[config.mk]
export PLATFORM = sky130hd
export DESIGN_NAME = ckg_top
export DESIGN_NICKNAME = d
export VERILOG_FILES = /design/src/rtl/ckg_pkg.sv /design/src/rtl/ckg_if.sv /design/src/rtl/ckg_pll_div.sv /design/src/rtl/ckg_top.sv
export SDC_FILE = /design/constraint.sdc
export NUM_CORES = 1
export LEC_CHECK = 0
export ABC_CLOCK_PERIOD_IN_PS = 2900
export BUFFER_PORTS_ARGS = -buffer_cell sky130_fd_sc_hd__buf_2
export CAP_MARGIN = 15
export CELL_PAD_IN_SITES_DETAIL_PLACEMENT = 2
export CELL_PAD_IN_SITES_GLOBAL_PLACEMENT = 2
export CORE_MARGIN = 1
export CORE_UTILIZATION = 32
export CTS_CLUSTER_DIAMETER = 200
export DETAILED_ROUTE_END_ITERATION = 6
export PLACE_DENSITY_LB_ADDON = 0.1
export SLEW_MARGIN = 20
export SYNTH_ARGS = -nofsm -noshare
export SYNTH_HDL_FRONTEND = slang
export SYNTH_SLANG_ARGS = --single-unit
[constraint.sdc]
create_clock -name sys_clk_i -period 2.9 [get_ports sys_clk_i]
set_input_delay 0.29 -clock sys_clk_i [delete_from_list [all_inputs] [get_ports sys_clk_i]]
set_output_delay 0.29 -clock sys_clk_i [all_outputs]
set_load 0.05 [all_outputs]
[src/rtl/ckg_pkg.sv]
// Package of widths, reset values and states for the clock generator control.
package ckg_pkg;
    localparam int OSC_CNT_W = 8;
    localparam int PRESC_W = 3;
    localparam int DIV_W = 8;
    localparam int MUL_W = 11;
    localparam int PLLCNT_W = 6;
    localparam int MAIN_FREQ_COUNT_W = 16;
    localparam int EDGE_W = 5;
    localparam logic [PRESC_W-1:0] PRESC_LAST = 3'h7;
    localparam logic [EDGE_W-1:0] FREQ_EDGES = 5'h10;
    localparam logic [OSC_CNT_W-1:0] OSC_CNT_RST = 8'h00;
    localparam logic [PRESC_W-1:0] PRESC_RST = 3'h0;
    localparam logic [DIV_W-1:0] DIV_RST = 8'h00;
    localparam logic [DIV_W-1:0] DIV_ONE = 8'h01;
    localparam logic [MUL_W-1:0] MUL_RST = 11'h000;
    localparam logic [PLLCNT_W-1:0] PLLCNT_RST = 6'h00;
    localparam logic [MAIN_FREQ_COUNT_W-1:0] MAIN_FREQ_COUNT_RST = 16'h0000;
    localparam logic [MAIN_FREQ_COUNT_W-1:0] MAIN_FREQ_COUNT_ONE = 16'h0001;
    localparam logic [EDGE_W-1:0] EDGE_RST = 5'h00;
    localparam logic [EDGE_W-1:0] EDGE_ONE = 5'h01;
    localparam logic [1:0] SEL_SLOW = 2'h0;
    localparam logic [1:0] SEL_MAIN = 2'h1;
    localparam logic [1:0] SEL_PLL = 2'h2;
    typedef enum logic [1:0] {FREQ_IDLE, FREQ_WAIT, FREQ_COUNT, FREQ_DONE} ckg_freq_state_t;
endpackage

[src/rtl/ckg_if.sv]
// Interface between the control top and the PLL input divider.
`timescale 1ns/1ps
interface ckg_if;
    logic [ckg_pkg::DIV_W-1:0] div;
    logic [ckg_pkg::MUL_W-1:0] mul;
    logic main_lvl;
    logic main_rise;
    logic pll_lvl;
    logic div_out;
    logic pll_out;
    modport top (output div, output mul, output main_lvl, output main_rise, output pll_lvl,
                 input div_out, input pll_out);
    modport div_side (input div, input mul, input main_lvl, input main_rise, input pll_lvl,
                      output div_out, output pll_out);
endinterface

[src/rtl/ckg_pll_div.sv]
// PLL input divider and PLL output gating.
`timescale 1ns/1ps
module ckg_pll_div (
    input wire logic sys_clk_i,
    input wire logic rst_b_i,
    input wire logic clk_en_i,
    ckg_if.div_side bus
);
    import ckg_pkg::*;

    logic [DIV_W-1:0] cnt_r;
    logic div_out_r;
    logic pll_out_r;

    // Counts main clock edges modulo the divider value.
    always_ff @(posedge sys_clk_i) begin
        if (!rst_b_i) begin
            cnt_r <= DIV_RST;
        end else if (clk_en_i && bus.main_rise) begin
            if (bus.div == DIV_RST || cnt_r >= bus.div - DIV_ONE) begin
                cnt_r <= DIV_RST;
            end else begin
                cnt_r <= cnt_r + DIV_ONE;
            end
        end
    end

    // A zero divider holds both outputs low; a zero multiplier stops the PLL.
    always_ff @(posedge sys_clk_i) begin
        if (!rst_b_i) begin
            div_out_r <= 1'b0;
            pll_out_r <= 1'b0;
        end else if (clk_en_i) begin
            if (bus.div == DIV_RST) begin
                div_out_r <= 1'b0;
            end else if (bus.div == DIV_ONE) begin
                div_out_r <= bus.main_lvl;
            end else begin
                div_out_r <= (cnt_r < (bus.div >> 1));
            end
            pll_out_r <= bus.pll_lvl && bus.div != DIV_RST && bus.mul != MUL_RST;
        end
    end

    assign bus.div_out = div_out_r;
    assign bus.pll_out = pll_out_r;
endmodule

[src/rtl/ckg_top.sv]
// Clock generator control: oscillator start-up, frequency meter, PLL lock.
//
// Function
// - Deliver slow, main and PLL clocks.
// - After reset oscillator off, slow clock selected.
// - Clearing enable stops oscillator, clears stable flag.
// - Enable write clears stable, loads eighth-rate counter.
// - Start-up count is eight bits wide.
// - Counter zero sets stable flag.
// - Frequency count starts after next slow rise.
// - Sixteenth slow fall stops count, sets ready.
// - Count of main cycles is readable.
// - Divider 1..255; zero forces outputs low.
// - Reset zeroes divider, PLL input held low.
// - PLL output is source times (mul+1)/div.
// - Multiplier zero disables PLL, nonzero enables if divider nonzero.
// - PLL rewrite changing div or mul clears lock; loads settle count if mul nonzero.
// - Settle counter decrements per slow clock, sets lock.
// - Multiplier accepts 0 to 2047.
`timescale 1ns/1ps
module ckg_top (
    input wire logic sys_clk_i,
    input wire logic rst_b_i,
    input wire logic clk_en_i,
    input wire logic slow_clk_i,
    input wire logic main_osc_clk_i,
    input wire logic pll_clk_i,
    input wire logic osc_ctrl_wr_i,
    input wire logic osc_enable_bit_i,
    input wire logic osc_bypass_bit_i,
    input wire logic [ckg_pkg::OSC_CNT_W-1:0] osc_startup_count_i,
    input wire logic pll_ctrl_wr_i,
    input wire logic [ckg_pkg::DIV_W-1:0] pll_div_i,
    input wire logic [ckg_pkg::MUL_W-1:0] pll_multiplier_i,
    input wire logic [ckg_pkg::PLLCNT_W-1:0] pll_settle_count_i,
    input wire logic clk_sel_wr_i,
    input wire logic [1:0] clk_sel_i,
    output logic osc_enable_o,
    output logic osc_bypass_o,
    output logic osc_stable_flag_o,
    output logic freq_count_ready_o,
    output logic [ckg_pkg::MAIN_FREQ_COUNT_W-1:0] main_freq_count_o,
    output logic pll_enable_o,
    output logic [ckg_pkg::DIV_W-1:0] pll_div_o,
    output logic [ckg_pkg::MUL_W-1:0] pll_multiplier_o,
    output logic pll_lock_o,
    output logic [1:0] clk_sel_o,
    output logic slow_clk_o,
    output logic main_osc_clk_o,
    output logic pll_ref_clk_o,
    output logic pll_out_clk_o,
    output logic sel_clk_o
);
    import ckg_pkg::*;

    ////////////////////////////////////////////////////////////////////////////////
    // Input synchronisers and edge detection.

    logic [2:0] slow_sync_r;
    logic [2:0] main_sync_r;
    logic [1:0] pll_sync_r;
    logic slow_rise;
    logic slow_fall;
    logic main_rise;

    always_ff @(posedge sys_clk_i) begin
        if (!rst_b_i) begin
            slow_sync_r <= 3'h0;
            main_sync_r <= 3'h0;
            pll_sync_r <= 2'h0;
        end else if (clk_en_i) begin
            slow_sync_r <= {slow_sync_r[1:0], slow_clk_i};
            main_sync_r <= {main_sync_r[1:0], main_osc_clk_i};
            pll_sync_r <= {pll_sync_r[0], pll_clk_i};
        end
    end

    assign slow_rise = slow_sync_r[1] && !slow_sync_r[2];
    assign slow_fall = !slow_sync_r[1] && slow_sync_r[2];
    assign main_rise = main_sync_r[1] && !main_sync_r[2];

    ////////////////////////////////////////////////////////////////////////////////
    // Main oscillator control and start-up counter.

    logic osc_en_r;
    logic bypass_r;
    logic stable_r;
    logic osc_run_r;
    logic [OSC_CNT_W-1:0] osc_cnt_r;
    logic [PRESC_W-1:0] presc_r;

    always_ff @(posedge sys_clk_i) begin
        if (!rst_b_i) begin
            osc_en_r <= 1'b0;
            bypass_r <= 1'b0;
            stable_r <= 1'b0;
            osc_run_r <= 1'b0;
            osc_cnt_r <= OSC_CNT_RST;
            presc_r <= PRESC_RST;
        end else if (clk_en_i) begin
            if (osc_ctrl_wr_i) begin
                osc_en_r <= osc_enable_bit_i;
                bypass_r <= osc_bypass_bit_i;
                stable_r <= 1'b0;
                osc_run_r <= osc_enable_bit_i;
                osc_cnt_r <= osc_startup_count_i;
                presc_r <= PRESC_RST;
            end else if (osc_run_r && slow_rise) begin
                presc_r <= presc_r + 3'h1;
                if (osc_cnt_r == OSC_CNT_RST) begin
                    stable_r <= 1'b1;
                    osc_run_r <= 1'b0;
                end else if (presc_r == PRESC_LAST) begin
                    osc_cnt_r <= osc_cnt_r - 8'h01;
                end
            end
        end
    end

    ////////////////////////////////////////////////////////////////////////////////
    // Main clock frequency meter.

    ckg_freq_state_t freq_state_r;
    logic [EDGE_W-1:0] edge_cnt_r;
    logic [MAIN_FREQ_COUNT_W-1:0] main_freq_count_r;
    logic ready_r;

    always_ff @(posedge sys_clk_i) begin
        if (!rst_b_i) begin
            freq_state_r <= FREQ_IDLE;
            edge_cnt_r <= EDGE_RST;
            main_freq_count_r <= MAIN_FREQ_COUNT_RST;
            ready_r <= 1'b0;
        end else if (clk_en_i) begin
            case (freq_state_r)
                FREQ_IDLE: begin
                    if (stable_r) begin
                        freq_state_r <= FREQ_WAIT;
                        main_freq_count_r <= MAIN_FREQ_COUNT_RST;
                        edge_cnt_r <= EDGE_RST;
                    end
                end
                FREQ_WAIT: begin
                    if (slow_rise) begin
                        freq_state_r <= FREQ_COUNT;
                    end
                end
                FREQ_COUNT: begin
                    if (main_rise) begin
                        main_freq_count_r <= main_freq_count_r + MAIN_FREQ_COUNT_ONE;
                    end
                    if (slow_fall) begin
                        edge_cnt_r <= edge_cnt_r + EDGE_ONE;
                        if (edge_cnt_r + EDGE_ONE == FREQ_EDGES) begin
                            freq_state_r <= FREQ_DONE;
                            ready_r <= 1'b1;
                        end
                    end
                end
                FREQ_DONE: begin
                    freq_state_r <= FREQ_DONE;
                end
                default: begin
                    freq_state_r <= FREQ_IDLE;
                end
            endcase
            if (!stable_r) begin
                freq_state_r <= FREQ_IDLE;
                ready_r <= 1'b0;
            end
        end
    end

    ////////////////////////////////////////////////////////////////////////////////
    // PLL configuration and lock counter.

    logic [DIV_W-1:0] div_r;
    logic [MUL_W-1:0] mul_r;
    logic [PLLCNT_W-1:0] pll_cnt_r;
    logic pll_run_r;
    logic lock_r;
    logic pll_change;

    assign pll_change = pll_ctrl_wr_i && (pll_div_i != div_r || pll_multiplier_i != mul_r);

    always_ff @(posedge sys_clk_i) begin
        if (!rst_b_i) begin
            div_r <= DIV_RST;
            mul_r <= MUL_RST;
            pll_cnt_r <= PLLCNT_RST;
            pll_run_r <= 1'b0;
            lock_r <= 1'b0;
        end else if (clk_en_i) begin
            if (pll_ctrl_wr_i) begin
                div_r <= pll_div_i;
                mul_r <= pll_multiplier_i;
            end
            if (pll_ctrl_wr_i && pll_multiplier_i == MUL_RST) begin
                lock_r <= 1'b0;
                pll_run_r <= 1'b0;
            end else if (pll_change || (pll_ctrl_wr_i && mul_r == MUL_RST)) begin
                lock_r <= 1'b0;
                pll_run_r <= 1'b1;
                pll_cnt_r <= pll_settle_count_i;
            end else if (pll_run_r && slow_rise) begin
                if (pll_cnt_r == PLLCNT_RST) begin
                    lock_r <= 1'b1;
                    pll_run_r <= 1'b0;
                end else begin
                    pll_cnt_r <= pll_cnt_r - 6'h01;
                end
            end
        end
    end

    ////////////////////////////////////////////////////////////////////////////////
    // Clock selection and clock outputs.

    logic [1:0] sel_r;
    logic slow_out_r;
    logic main_out_r;
    logic sel_out_r;
    logic main_ok;
    ckg_if div_bus();

    assign main_ok = stable_r || bypass_r;

    always_ff @(posedge sys_clk_i) begin
        if (!rst_b_i) begin
            sel_r <= SEL_SLOW;
        end else if (clk_en_i && clk_sel_wr_i) begin
            sel_r <= clk_sel_i;
        end
    end

    always_ff @(posedge sys_clk_i) begin
        if (!rst_b_i) begin
            slow_out_r <= 1'b0;
            main_out_r <= 1'b0;
            sel_out_r <= 1'b0;
        end else if (clk_en_i) begin
            slow_out_r <= slow_sync_r[1];
            main_out_r <= main_ok && main_sync_r[1];
            case (sel_r)
                SEL_MAIN: sel_out_r <= main_out_r;
                SEL_PLL: sel_out_r <= div_bus.pll_out;
                default: sel_out_r <= slow_out_r;
            endcase
        end
    end

    assign div_bus.div = div_r;
    assign div_bus.mul = mul_r;
    assign div_bus.main_lvl = main_ok && main_sync_r[1];
    assign div_bus.main_rise = main_ok && main_rise;
    assign div_bus.pll_lvl = pll_sync_r[1];

    // The analog PLL multiplies the divided reference by mul+1.
    ckg_pll_div u_div (
        .sys_clk_i(sys_clk_i),
        .rst_b_i(rst_b_i),
        .clk_en_i(clk_en_i),
        .bus(div_bus.div_side)
    );

    assign osc_enable_o = osc_en_r;
    assign osc_bypass_o = bypass_r;
    assign osc_stable_flag_o = stable_r;
    assign freq_count_ready_o = ready_r;
    assign main_freq_count_o = main_freq_count_r;
    assign pll_enable_o = (mul_r != MUL_RST) && (div_r != DIV_RST);
    assign pll_div_o = div_r;
    assign pll_multiplier_o = mul_r;
    assign pll_lock_o = lock_r;
    assign clk_sel_o = sel_r;
    assign slow_clk_o = slow_out_r;
    assign main_osc_clk_o = main_out_r;
    assign pll_ref_clk_o = div_bus.div_out;
    assign pll_out_clk_o = div_bus.pll_out;
    assign sel_clk_o = sel_out_r;
endmodule

==> results.sh, run 1 <==
export IMPL_status="finished, final reports clean"
export IMPL_synth_top_area_share_pct=36.7
export IMPL_intPower_mw=2.12
export IMPL_cp_end_kind="flip-flop"
export IMPL_diodes=0
export IMPL_drv_cap=0
export IMPL_die_w_um=124
export IMPL_dpl_cell_area_mm2=0.00540
export IMPL_ios=94
export IMPL_vias=4485
export IMPL_finalHoldViolCount=0
export IMPL_initial_core_util_pct=32.9
export IMPL_busiest_layer="met2"
export IMPL_postSynthNetCount=656
export IMPL_syn_avg_cell_area_um2=8.22
export IMPL_slew_violations=0
export IMPL_setup_violations=0
export IMPL_power_density_mw_per_mm2=516
export IMPL_synth_edf_count=0
export IMPL_finalCritPeriodShare_pct=92.3
export IMPL_die_h_um=124
export IMPL_p_sw_uw=829
export IMPL_reg2reg_to="u_div.cnt_r[5]"
export IMPL_yosys_warnings=0
export IMPL_path_max_fanout=8
export IMPL_wl_per_cell_um=17.4
export IMPL_fmax_mhz=374
export IMPL_drt_iter0_markers=113
export IMPL_antenna_found_initial=0
export IMPL_grtUsageMet2_pct=34.9
export IMPL_swShare_pct=28.1
export IMPL_synthArstFlopShare_pct=0
export IMPL_combPwrFrac_pct=15.2
export IMPL_rrSetupSlack_ns=0.22
export IMPL_grt_pass1_vias=4828
export IMPL_htree_levels=3
export IMPL_final_cell_mix="buf_2 (93), dfxtp_1 (88), nand2_1 (75)"
export IMPL_final_util_pct=39.1
export IMPL_worstHoldStart="slow_clk_i"
export IMPL_yosysTopAreaCell="dfxtp_1"
export IMPL_grt_pass1_wl_mm=24.8
export IMPL_hold_path_class="in2reg"
export IMPL_gr_usage_met3_pct=3.05
export IMPL_core_area_mm2=0.0146
export IMPL_cp_start_kind="flip-flop"
export IMPL_pwr_share_seq_pct=43.7
export IMPL_cts_root_buf="clkbuf_16"
export IMPL_wl_mm=14.9
export IMPL_use_met1_pct=24.6
export IMPL_worstMarginPinSlew_ns=0.736
export IMPL_power_mw=2.94
export IMPL_worstSetupPathType="reg2reg"
export IMPL_final_common_cell="buf_2"
export IMPL_finalCriticalPeriod_ns=2.68
export IMPL_insertion_delay_ns=0.35
export IMPL_synthTopCellsByArea="dfxtp_1 (37%), ha_1 (6.8%), a21oi_1 (6.0%)"
export IMPL_arrival_ns=2.94
export IMPL_dp_hpwl_mm=11.0
export IMPL_portBuffers=93
export IMPL_min_delay_worst_endpoint="slow_sync_r[0]"
export IMPL_clk_path_buf_depth=2
export IMPL_leakage_nw=2.44
export IMPL_hold_depth=3
export IMPL_slew_headroom_pct=50.8
export IMPL_grt_max_degree=58
export IMPL_ys_types=57
export IMPL_grt_overflow=0
export IMPL_cts_sinks=88
export IMPL_num_rows=44
export IMPL_final_antenna_net_count=0
export IMPL_worstRegToRegCells=11
export IMPL_critical_path_required_ns=3.16
export IMPL_netlist_instances=584
export IMPL_nets=738
export IMPL_finClkSkew_ns=0.00933
export IMPL_place_congestion=0.800
export IMPL_drc=0
export IMPL_design_area_mm2=0.00570
export IMPL_timing_rr_start="pll_div_o[0]"
export IMPL_netlist_area_mm2=0.00480
export IMPL_cts_tree="done"
export IMPL_grt_usage_pct=20.0
export IMPL_area_growth_pct=18.8
export IMPL_fp_dieArea_mm2=0.0155
export IMPL_p_clk_share_pct=41.0
export IMPL_ys_flop_type="dfxtp_1"
export IMPL_final_setup_tns_ns=0
export IMPL_drive_gt1_share_pct=18.8
export IMPL_vias_per_cell=5.25
export IMPL_path_clk_slew_ns=0.06
export IMPL_first_pass_iters=4
export IMPL_cts_buffers=9
export IMPL_yosysSeqAreaShare_pct=36.7
export IMPL_rsz0062_at_grt="no"
export IMPL_ys_seq_elements=88
export IMPL_peakVddDrop_mv=0.278
## per-stage QoR
| stage | hold WS, ns | std cells | worst slack [ns] |
|---|---|---|---|
| final | 0.180 | 855 | 0.224 |
| after global routing | 0.202 | 855 | 0.0123 |
| after CTS | 0.168 | 854 | 0.0947 |
| after detailed placement | 0.451 | 838 | 0.121 |
| after global placement | 0.446 | 838 | 0.326 |
| after floorplan | 0.426 | 584 | 0.271 |
## power groups by stage
stage / clock [mW] / sequential (mW) / combinational, mW
floorplan: 0 / 1.36 / 0.263
global placement: 0 / 1.31 / 0.431
detailed placement: 0 / 1.32 / 0.447
CTS: 1.25 / 1.29 / 0.452
global route: 1.29 / 1.29 / 0.494
finish: 1.21 / 1.29 / 0.448
## Yosys cell counts, types with 2 or more instances
master    instances
a32oi_1           3
buf_6             3
nand2_1          75
dfxtp_1          88
a22oi_1           6
o211ai_1          3
xnor2_1          17
clkbuf_1         14
nand3b_1          3
nand2b_1          9
or3_1             2
buf_1             6
nor2_1           54
and2_1            5
a21oi_1          58
nor3_1           12
o21ai_0          12
a211oi_1          4
mux2i_1          16
buf_2             3
inv_1            29
and3_1            6
a31oi_1           5
nand3_1          20
o22ai_1           4
nor4_1           14
xor2_1           29
nand4_1          12
o221a_2           3
nor3_2            2
o21ai_1           4
o21a_1            2
a21o_1            9
nor2b_1           2
ha_1             26
o31ai_1           3
## worst max path at each step
stage / slack [ns] / start / cells past startpoint / to
floorplan: 0.27 / pll_div_o[2] / 11 / u_div.cnt_r[1]
global placement: 0.33 / pll_div_o[0] / 10 / u_div.cnt_r[4]
detailed placement: 0.12 / pll_div_o[0] / 10 / u_div.cnt_r[5]
CTS: 0.09 / pll_div_o[0] / 10 / u_div.cnt_r[5]
global route: 0.01 / pll_div_o[0] / 11 / u_div.cnt_r[5]
finish: 0.22 / pll_div_o[0] / 11 / u_div.cnt_r[5]
## final cells by class
cell class	instances	area, um^2
Inverter	29	109
Timing Repair Buffer	98	503
Clock buffer	13	260
Fill cell	1684	8880
Multi-Input combinational cell	440	2800
Tap cell	184	230
Clock inverter	3	40.0
Sequential cell	88	1760
## cells by family (layout without fill, tap and decap cells)
logic type	Yosys count	count (layout)	share of synthesized area, %
compound gates	127	127	17.3
xor+xnor	46	46	8.39
fa+ha+maj	26	26	6.78
buf+inv	56	143	5.00
flops	88	88	36.7
mux	16	16	3.34
simple gates	225	225	22.5
## state kept, by name (all words and copies together) (netlist names), 3 cells and up
name and flops:
presc_r 3, pll_cnt_r 6, main_freq_count_o 16, pll_multiplier_o 11, u_div.cnt_r 8, edge_cnt_r 5
main_sync_r 3, slow_sync_r 3, osc_cnt_r 8, pll_div_o 8
## repair_timing
action                                  in CTS  in global routing
gates resized for setup                      0                  1
hold buffers                                 0                  0
setup buffers                                0                  1
endpoints found under the setup margin       0                  8
## routing by layer
metal  vias up  share of wire [%]
met5         -                  0
met4         0                1.6
met3        16                2.9
met2        74                 49
met1      2178                 46
li1       2217                  -
## critical path, stage by stage, from the launching register on
cell and delay (ns):
dfxtp_1 0.38, nor3_1 0.31, nand2_1 0.13, nor2_1 0.14
xnor2_1 0.15, ha_1 0.28, a21o_1 0.18, a21o_1 0.17
a2111oi_1 0.39, o21ai_1 0.12, buf_4 0.18, a21oi_1 0.16
Power figures use the tool's default switching activity.
==> run 2: changes to the inputs <==
--- a/config.mk
+++ b/config.mk
@@ -14,7 +14,7 @@
 export CORE_UTILIZATION = 32
 export CTS_CLUSTER_DIAMETER = 200
 export DETAILED_ROUTE_END_ITERATION = 6
-export PLACE_DENSITY_LB_ADDON = 0.1
+export PLACE_DENSITY = 0.87
 export SLEW_MARGIN = 20
 export SYNTH_ARGS = -nofsm -noshare
 export SYNTH_HDL_FRONTEND = slang
==> results.sh, run 2 (synthesized netlist as in run 1, its figures left out) <==
export IMPL_die_w_um=124
export IMPL_path_clk_slew_ns=0.07
export IMPL_worstMarginPinSlew_ns=0.737
export IMPL_reg2reg_to="u_div.cnt_r[1]"
export IMPL_slew_violations=0
export IMPL_portBuffers=93
export IMPL_final_cell_mix="buf_2 (93), dfxtp_1 (88), nand2_1 (75)"
export IMPL_grt_usage_pct=20.9
export IMPL_rsz0062_at_grt="no"
export IMPL_ios=94
export IMPL_drv_cap=0
export IMPL_place_congestion=0.840
export IMPL_dpl_cell_area_mm2=0.00540
export IMPL_vias_per_cell=5.40
export IMPL_slew_headroom_pct=50.9
export IMPL_rrSetupSlack_ns=0.25
export IMPL_drt_iter0_markers=119
export IMPL_cts_sinks=88
export IMPL_largest_reg_flops=16
export IMPL_finalHoldViolCount=0
export IMPL_path_cells="nor3_2 > nand2_1 > nor2_1 > xnor2_1 > ha_1 > a21o_1 > a21o_1 > a2111oi_1 > o21ai_2 > a21oi_1"
export IMPL_dp_hpwl_mm=11.5
export IMPL_initial_core_util_pct=32.9
export IMPL_final_antenna_net_count=0
export IMPL_diodes=0
export IMPL_area_growth_pct=19.1
export IMPL_die_h_um=124
export IMPL_peakVddDrop_mv=0.272
export IMPL_crit_buf_inv=0
export IMPL_grt_pass1_wl_mm=26.1
export IMPL_power_density_mw_per_mm2=528
export IMPL_cp_startpoint="pll_div_o[0]"
export IMPL_htree_levels=3
export IMPL_wl_mm=15.9
export IMPL_cts_root_buf="clkbuf_16"
export IMPL_setup_violations=0
export IMPL_grt_overflow=0
export IMPL_cp_slowest_cell="a2111oi_1"
export IMPL_cp_depth=10
export IMPL_design_area_mm2=0.00572
export IMPL_leakage_nw=2.43
export IMPL_cp_end_kind="flip-flop"
export IMPL_postCtsSetupRepairBufs=0
export IMPL_finalCriticalPeriod_ns=2.65
export IMPL_path_max_fanout=8
export IMPL_fp_dieArea_mm2=0.0155
export IMPL_cts_tree="done"
export IMPL_drive_gt1_share_pct=19.0
export IMPL_insertion_delay_ns=0.35
export IMPL_finClkSkew_ns=0.00572
export IMPL_status="finished, final reports clean"
export IMPL_grt_max_degree=58
export IMPL_clk_path_buf_depth=2
export IMPL_critPathTopFamily="compound AO/OA/AOI/OAI gates"
export IMPL_drc=0
export IMPL_num_rows=44
export IMPL_crit_top_cell="a21o_1"
export IMPL_grt_pass1_vias=5083
export IMPL_final_setup_tns_ns=0
export IMPL_fmax_mhz=378
export IMPL_worstRegToRegCells=10
export IMPL_timing_rr_start="pll_div_o[0]"
export IMPL_hold_path_class="in2reg"
export IMPL_first_pass_iters=4
export IMPL_arrival_ns=2.92
export IMPL_vias=4606
export IMPL_nets=737
export IMPL_cp_slowest_stage_delay_ns=0.49
export IMPL_worstSetupPathType="reg2reg"
export IMPL_core_area_mm2=0.0146
export IMPL_critical_path_required_ns=3.17
export IMPL_antenna_found_initial=0
export IMPL_wl_per_cell_um=18.6
export IMPL_cts_buffers=9
export IMPL_cp_endpoint="u_div.cnt_r[1]"
export IMPL_final_common_cell="buf_2"
export IMPL_cp_start_kind="flip-flop"
export IMPL_finalCritPeriodShare_pct=91.3
## run 2: worst min path at each step
stage / start / to / slack (ns) / cells after the start
2_1_floorplan: pll_div_i[2] / pll_div_o[2] / 0.43 / 2
3_3_place_gp: osc_enable_o / osc_enable_o / 0.45 / 2
3_5_place_dp: pll_lock_o / pll_lock_o / 0.46 / 2
4_1_cts: main_osc_clk_i / main_sync_r[0] / 0.18 / 3
5_1_grt: pll_multiplier_i[4] / pll_multiplier_o[4] / 0.21 / 3
6_report: pll_clk_i / pll_sync_r[0] / 0.19 / 3
## run 2: power breakdown
part / internal [mW] / switching, mW
logic: 0.158 / 0.298
clock network: 0.753 / 0.521
registers: 1.24 / 0.0446
## run 2: through the flow
stage | setup slack, ns | cells | power, mW | util [%] | hold WS [ns]
after floorplan | 0.271 | 584 | 1.62 | - | 0.426
after global placement | 0.365 | 838 | 1.74 | 37.0 | 0.446
after detailed placement | 0.163 | 838 | 1.76 | 37.0 | 0.460
after CTS | 0.0616 | 853 | 3.05 | 39.1 | 0.179
after global routing | 0.0357 | 853 | 3.14 | 39.2 | 0.208
final | 0.252 | 853 | 3.02 | 39.2 | 0.187
## run 2: what timing repair did
item | CTS | global route
hold buffers | 0 | 0
gates resized for setup | 0 | 3
hold endpoints to repair | 0 | 0
setup endpoints to repair | 0 | 8
## run 2: layout make-up
type / instances / area [um^2]
Tap cell: 184 / 230
Inverter: 29 / 109
Multi-Input combinational cell: 440 / 2810
Clock inverter: 5 / 81.3
Sequential cell: 88 / 1760
Timing Repair Buffer: 97 / 495
Clock buffer: 10 / 229
Fill cell: 1678 / 8870
## run 2: per-layer routing
| metal | global-route usage [%] | vias up | routed length [um] |
|---|---|---|---|
| met2 | 38.1 | 100 | 8130 |
| met1 | 24.0 | 2278 | 6780 |
| met3 | 4.08 | 24 | 573 |
| met4 | 7.80 | 0 | 370 |
| li1 | - | 2204 | - |
| met5 | 0 | - | 0 |
## run 2: worst reg2reg max path, delay by kind of cell, from the launching register on
| family | cells | cell delay [ns] |
|---|---|---|
| fa+ha+maj | 1 | 0.27 |
| simple gates | 3 | 0.52 |
| compound gates | 5 | 1.27 |
| xor+xnor | 1 | 0.14 |
| flops | 1 | 0.37 |
